--- config.mk ---
export PLATFORM = sky130hd
export DESIGN_NAME = cic_sinc_decimator
export DESIGN_NICKNAME = d
export VERILOG_FILES = /design/src/core/cic_pkg.sv /design/src/core/cic_comb.sv /design/src/core/cic_sinc_decimator.sv
export SDC_FILE = /design/constraint.sdc
export NUM_CORES = 1
export LEC_CHECK = 0
export ABC_CLOCK_PERIOD_IN_PS = 3350
export BUFFER_PORTS_ARGS = -buffer_cell sky130_fd_sc_hd__buf_2
export CAP_MARGIN = 15
export CORE_MARGIN = 5
export CORE_UTILIZATION = 60
export CTS_BUF_LIST = sky130_fd_sc_hd__clkbuf_2
export DETAILED_ROUTE_END_ITERATION = 6
export PLACE_DENSITY = 0.75
export SLEW_MARGIN = 20
export SYNTH_ARGS = -nofsm -noshare
export SYNTH_HDL_FRONTEND = slang
export SYNTH_HIERARCHICAL = 1
export SYNTH_SLANG_ARGS = --single-unit
export TNS_END_PERCENT = 1
--- constraint.sdc ---
create_clock -name clock -period 3.35 [get_ports clock]
set_clock_uncertainty 0.2 [all_clocks]
set_input_delay 0 -clock clock [delete_from_list [all_inputs] [get_ports clock]]
set_output_delay 0 -clock clock [all_outputs]
set_load 0.03 [all_outputs]
--- src/core/cic_pkg.sv ---
// cic decimator package: widths, ratio, order, stage carriers
// assumes a single 100 MHz sample clock domain
`default_nettype none
package cic_pkg;
   localparam int unsigned CIC_RATIO      = 16;   // decimation_ratio
   localparam int unsigned CIC_ORDER      = 3;    // filter_order
   localparam int unsigned CIC_IN_W       = 2;    // signed input word, 1-bit stream maps to +1/-1
   localparam int unsigned CIC_GROWTH     = CIC_ORDER * $clog2(CIC_RATIO);
   localparam int unsigned CIC_ACC_W      = CIC_IN_W + CIC_GROWTH;
   localparam int unsigned CIC_CNT_W      = $clog2(CIC_RATIO);
   localparam int unsigned CIC_FILL_W     = $clog2(CIC_ORDER + 1);
   localparam logic [CIC_CNT_W-1:0]  CIC_CNT_LAST = CIC_CNT_W'(CIC_RATIO - 1);
   localparam logic [CIC_CNT_W-1:0]  CIC_CNT_ZERO = '0;
   localparam logic [CIC_FILL_W-1:0] CIC_FILL_DONE = CIC_FILL_W'(CIC_ORDER);
   localparam logic [CIC_ACC_W-1:0]  CIC_ACC_ZERO = '0;

   typedef logic signed [CIC_ACC_W-1:0] cic_acc_t;

   // one decimated output word with its strobe
   typedef struct packed {
      logic     valid;
      cic_acc_t data;
   } cic_out_t;

   // input sample with its qualifier
   typedef struct packed {
      logic                       valid;
      logic signed [CIC_IN_W-1:0] data;
   } cic_in_t;

   // wraparound add/subtract at accumulator width
   function automatic cic_acc_t cic_wrap_add(input cic_acc_t a, input cic_acc_t b);
      return cic_acc_t'(a + b);
   endfunction

   function automatic cic_acc_t cic_wrap_sub(input cic_acc_t a, input cic_acc_t b);
      return cic_acc_t'(a - b);
   endfunction

   // sign extension of the input word to accumulator width
   function automatic cic_acc_t cic_extend(input logic signed [CIC_IN_W-1:0] x);
      return cic_acc_t'(x);
   endfunction
endpackage
`default_nettype wire

--- src/core/cic_comb.sv ---
// cic comb stage: unit delay differentiator at decimated rate
// assumes strobe is a one-cycle pulse once per output period
`default_nettype none
module cic_comb
   import cic_pkg::*;
(
   // clock and reset
   input  wire logic     clock,
   input  wire logic     rst,
   // decimated stream
   input  wire logic     strobe,
   input  wire cic_acc_t din,
   output var  cic_acc_t dout
);
   cic_acc_t delay_reg;
   cic_acc_t dout_reg;
   wire cic_acc_t diff = cic_wrap_sub(din, delay_reg);

   // single delay register updated only on the decimated strobe
   always_ff @(posedge clock or posedge rst) begin
      if (rst) begin
         delay_reg <= CIC_ACC_ZERO;
         dout_reg  <= CIC_ACC_ZERO;
      end else if (strobe) begin
         delay_reg <= din;
         dout_reg  <= diff;
      end
   end

   assign dout = dout_reg;
endmodule // cic_comb
`default_nettype wire

--- src/core/cic_sinc_decimator.sv ---
// cic sinc decimator: order-N integrators, down-sampler, order-N combs
// assumes sample_valid marks each modulator sample, synchronous to clock
`default_nettype none
module cic_sinc_decimator
   import cic_pkg::*;
(
   // clock and reset
   input  wire logic     clock,
   input  wire logic     rst,
   // modulator sample stream
   input  wire logic     sample_valid,
   input  wire logic     sample_bit,
   input  wire logic     multibit_mode,
   input  wire logic signed [CIC_IN_W-1:0] sample_word,
   // decimated output
   output var  cic_out_t out_word
);
   import cic_pkg::*;

   // input selection: a 1-bit stream maps to +1/-1, signed word passes as is
   // zero never occurs on the 1-bit path, so the stream mean is the level
   // a multi-bit word is taken whole and sign extended like the bit value
   wire logic signed [CIC_IN_W-1:0] bit_value = sample_bit ? CIC_IN_W'(1) : {CIC_IN_W{1'b1}};
   wire logic signed [CIC_IN_W-1:0] in_value  = multibit_mode ? sample_word : bit_value;
   wire cic_in_t  in_s = '{valid: sample_valid, data: in_value};
   wire cic_acc_t in_ext = cic_extend(in_s.data);

   // accepted sample, named once for every process that waits on it
   wire logic take = in_s.valid;

   // integrator chain, full width to carry ratio^order growth without loss
   // wraparound is harmless here: the combs take differences, and any
   // difference that fits the width comes out right whatever the overflow
   cic_acc_t integ_reg  [CIC_ORDER];
   cic_acc_t integ_next [CIC_ORDER];

   // stage 0 adds the new sample, each later stage adds the registered
   // output of the stage before it
   // the extra register per stage only delays the response, its shape
   // and gain stay those of the plain cascade
   always_comb begin
      for (int i = 0; i < CIC_ORDER; i++) begin
         integ_next[i] = cic_wrap_add(integ_reg[i], (i == 0) ? in_ext : integ_reg[i-1 < 0 ? 0 : i-1]);
      end
   end

   // integrators advance on every accepted sample and hold on idle cycles
   // holding keeps the running sums aligned to samples, not to clock cycles
   always_ff @(posedge clock or posedge rst) begin
      if (rst) begin
         for (int i = 0; i < CIC_ORDER; i++) integ_reg[i] <= CIC_ACC_ZERO;
      end else if (take) begin
         for (int i = 0; i < CIC_ORDER; i++) integ_reg[i] <= integ_next[i];
      end
   end

   // decimation counter: counts accepted samples within one output period
   // it restarts only on reset, so periods stay locked to the first sample
   logic [CIC_CNT_W-1:0] cnt_reg;
   logic [CIC_CNT_W-1:0] cnt_next;
   wire logic period_end = take && (cnt_reg == CIC_CNT_LAST);

   // next count wraps at the period end, cut to the counter width
   assign cnt_next = period_end ? CIC_CNT_ZERO : CIC_CNT_W'(cnt_reg + 1'b1);

   always_ff @(posedge clock or posedge rst) begin
      if (rst)
         cnt_reg <= CIC_CNT_ZERO;
      else if (take)
         cnt_reg <= cnt_next;
   end

   // one-cycle strobe for the decimated rate, a cycle after the period end
   logic strobe_reg;

   always_ff @(posedge clock or posedge rst) begin
      if (rst)
         strobe_reg <= 1'b0;
      else
         strobe_reg <= period_end;
   end

   // down-sampler: one value of the last integrator per period
   // taken from the next value, which holds samples up to two before the one that ends the period
   // all other running values are simply never looked at
   cic_acc_t down_reg;

   always_ff @(posedge clock or posedge rst) begin
      if (rst)
         down_reg <= CIC_ACC_ZERO;
      else if (period_end)
         down_reg <= integ_next[CIC_ORDER-1];
   end

   // comb chain at decimated rate, after all integrators
   // each comb needs a single delay register, not ratio of them, because
   // it only ever sees one value per period
   cic_acc_t comb_io [CIC_ORDER+1];
   logic     comb_strobe [CIC_ORDER+1];
   assign comb_io[0]     = down_reg;
   assign comb_strobe[0] = strobe_reg;

   genvar g;
   generate
      for (g = 0; g < CIC_ORDER; g++) begin : g_comb
         cic_comb u_comb (
            .clock  (clock),
            .rst    (rst),
            .strobe (comb_strobe[g]),
            .din    (comb_io[g]),
            .dout   (comb_io[g+1])
         );
         // each comb registers once, so its strobe trails by a cycle
         always_ff @(posedge clock or posedge rst) begin
            if (rst) comb_strobe[g+1] <= 1'b0;
            else     comb_strobe[g+1] <= comb_strobe[g];
         end
      end
   endgenerate

   // fill tracker: count output periods until order periods have passed
   // order periods of samples are what every stage needs to hold only
   // real data; earlier words mix in the zeros left by reset
   logic [CIC_FILL_W-1:0] fill_reg;
   logic [CIC_FILL_W-1:0] fill_next;
   wire logic filled = (fill_reg == CIC_FILL_DONE);

   // plain step, cut to the tracker width; the enable below holds it at order
   assign fill_next = CIC_FILL_W'(fill_reg + 1'b1);

   always_ff @(posedge clock or posedge rst) begin
      if (rst)
         fill_reg <= '0;
      else if (period_end && !filled)
         fill_reg <= fill_next;
   end

   // fill state sampled on the decimated strobe, so it belongs to the
   // same period as the word now entering the combs
   logic filled_d;

   always_ff @(posedge clock or posedge rst) begin
      if (rst)
         filled_d <= 1'b0;
      else if (strobe_reg)
         filled_d <= filled;
   end

   // a word leaves only once the pipeline holds a filled period
   wire logic out_take = comb_strobe[CIC_ORDER] && filled_d;

   // output strobe: one cycle per decimated word
   logic valid_reg;

   always_ff @(posedge clock or posedge rst) begin
      if (rst)
         valid_reg <= 1'b0;
      else
         valid_reg <= out_take;
   end

   // output data: moves only together with the strobe, so a reader that
   // polls the word between strobes never sees an unfilled partial sum
   cic_acc_t data_reg;

   always_ff @(posedge clock or posedge rst) begin
      if (rst)
         data_reg <= CIC_ACC_ZERO;
      else if (out_take)
         data_reg <= comb_io[CIC_ORDER];
   end

   // the output word carries strobe and data together
   // limitation: the strobe is not held, a consumer must take it that cycle
   assign out_word = '{valid: valid_reg, data: data_reg};
endmodule // cic_sinc_decimator
`default_nettype wire

==> results_dict.tcl <==
set metrics [dict create \
    overflow 0 \
    sw_frac_of_total_pct 46.9 \
    cts_sinks 166 \
    num_io_pins 22 \
    clock_latency_ns 0.74 \
    layout_setup_ws_ns 0.139 \
    drc_errors 0 \
    fin_crit_sh_pct 95.8 \
    core.rowCount 47 \
    post-dp-hpwl_um 14900 \
    syn2layout_area_growth_pct 4.85 \
    critPathBufInv 5 \
    yosysSeqAreaShare_pct 40.6 \
    crit_arrival_ns 3.67 \
    worstMarginPinSlew_ns 0.784 \
    setup_viol 0 \
    num-fill-cells 1390 \
    setup_tns_ns 0 \
    endpoint_kind "register" \
    vias 7708 \
    avgSynthCellArea_sq_um 9.66 \
    dpl.cell_count 1271 \
    critPathKind "in2reg" \
    ys_seq_elements 166 \
    core_sq_um 16600 \
    status "completed" \
    slowest_delay_ns 0.56 \
    nets 1175 \
    die_h_um 141 \
    routabilityCongestion 0.870 \
    async_flop_share_pct 100 \
    final_layout_size_suffix_gt1_share_pct 13.7 \
    final_cells 1314 \
    slew_viol_final 0 \
    grt_max_degree 50 \
    cp_max_fo 5 \
    cts_buffer_depth 2 \
    synth_nets 1155 \
    grt_pass1_wl_um 36000 \
    cp.required_ns 3.81 \
    cpLargestDelayFamily "buffers and inverters" \
    die_area_sq_um 19800 \
    cpMostUsedCell "dlygate4sd3_1" \
    intPower_mw 6.29 \
    max_cap_violations 0 \
    antenna_found_initial 1 \
    synth_cells 1060 \
    p_seq_share_pct 27.8 \
    fin_crit_ns 3.21 \
    cts_made_buffers 17 \
    pre_cts_ws_ns 0.566 \
    p_leak_nw 4.87 \
    post_drt_wl_per_cell_um 15.6 \
    start_util_pct 61.5 \
    syn_area_sq_um 10200 \
    final_common_cell "dfrtp_1" \
    h-tree-depth 4 \
    combPwrFrac_pct 64.3 \
    port_buffers 21 \
    gr-usage-all-layers_pct 21.9 \
    max-slew-margin-rel_pct 47.7 \
    cts_root_buffer "clkbuf_2" \
    cts.clk_slew.worst_paths_ns 0.25 \
    max_freq_mhz 311 \
    yosysWarningCount 6 \
    first_pass_iters 4 \
    power.density_nw_per_um2 1100 \
    rsz0062_at_grt "no" \
    synth_ff_type "dfrtp_1" \
    via_per_inst 5.87 \
    drtIter0Drc 503 \
    finalHoldViolCount 0 \
    die_w_um 141 \
    layout_common_cells "166 x dfrtp_1, 133 x nand2_1, 95 x o21ai_0" \
    clkPwrFrac_pct 8.0 \
    vdd_drop_max_v 0.000648 \
    synth_edf_count 0 \
    p_sw_mw 5.55 \
    slowest_stage "dlygate4sd3_1" \
    ys_types 75 \
    finalWirelength_um 20500 \
    crit_chain "dlygate4sd3_1 > buf_2 > dlygate4sd3_1 > nand2b_1 > dlygate4sd3_1 > ha_1 > inv_1 > fa_1 > nor2b_1 > o21ai_0 > a21oi_1 > o41ai_2 > xnor2_1 > mux2_2" \
    post-route-util_pct 64.5 \
    hold_path_class "in2reg" \
    startpoint_type "primary input" \
    grt_pass1_vias 7545 \
    drtAntennaViolNets 0 \
    cts_tree "built" \
]
-- routing by layer --
metal,vias to the layer above,global-route usage [%],wire length [um]
li1,3858,-,-
met1,3742,29.0,9510
met2,88,37.4,10300
met3,20,3.45,454
met4,0,6.17,256
met5,-,0,0
-- cell usage after synthesis (16+ instances only) --
| master | n | area share (%) |
|---|---|---|
| clkbuf_1 | 24 | 0.88 |
| nand3_1 | 20 | 0.98 |
| a21o_1 | 16 | 1.2 |
| mux2_2 | 61 | 6.7 |
| o21ai_0 | 95 | 4.6 |
| xor2_1 | 16 | 1.4 |
| nand2_1 | 133 | 4.9 |
| inv_1 | 59 | 2.2 |
| a21oi_1 | 64 | 3.1 |
| xnor2_1 | 37 | 3.2 |
| nor3_1 | 20 | 0.98 |
| ha_1 | 82 | 10 |
| nor2_1 | 67 | 2.5 |
| dfrtp_1 | 166 | 41 |
-- metrics by stage --
step	power [mW]	hold WS, ns	cell area (sq um)
2_1_floorplan	9.32	-0.135	10200
3_3_place_gp	10.7	-0.0135	10400
3_5_place_dp	10.8	-0.0168	10400
4_1_cts	11.9	0.0960	10700
5_1_grt	13.0	0.140	10700
6_report	11.8	0.160	10700
-- power by group through the flow --
stage	clock network (mW)	logic, mW	registers, mW
2_1_floorplan	0	6.20	3.12
3_3_place_gp	0	7.34	3.32
3_5_place_dp	0	7.49	3.34
4_1_cts	0.969	7.58	3.30
5_1_grt	1.06	8.55	3.40
6_report	0.943	7.61	3.29
-- cell families after synthesis --
| kind of cell | share of synthesized area [%] |
|---|---|
| compound gates | 18.3 |
| xor+xnor | 4.53 |
| fa+ha+maj | 11.2 |
| buf+inv | 4.79 |
| flops | 40.6 |
| mux | 7.20 |
| simple gates | 13.4 |
-- final cells by class --
class,instances,area [sq um],area share (%)
diodes,1,2.50,0.0233
inverters,63,238,2.21
well taps,220,275,2.56
multi-input cells,791,5600,52.1
clock buffers,18,90.1,0.839
repair buffers,41,280,2.61
clock inverters,14,101,0.944
flip-flops and latches,166,4150,38.7
-- worst min-delay path: stages --
cell	delay, ns
dlygate4sd3_1	0.53
buf_2	0.13
clkinv_1	0.30
o31ai_1	0.14
-- worst paths after layout --
check,startpoint,endpoint,slack [ns],cells past startpoint
worst max-delay path,sample_word[0],integ_reg[36],0.14,14
worst min-delay path,sample_valid,integ_reg[25],0.16,4
worst max register to register,integ_reg[28],integ_reg[24],0.52,8
worst min register to register,fill_reg[0],fill_reg[0],0.31,1
max in group asynchronous,rst,integ_reg[14],1.75,5
min in group asynchronous,rst,g_comb[0].u_comb/dout[6],0.34,4
-- timing repair --
action / CTS / global route
endpoints found under the hold margin: 217 / 0
buffers inserted: 0 / 0
hold buffers: 10 / 0
gates resized for setup: 0 / 0
Note: power is estimated with default switching activity, not from simulation.
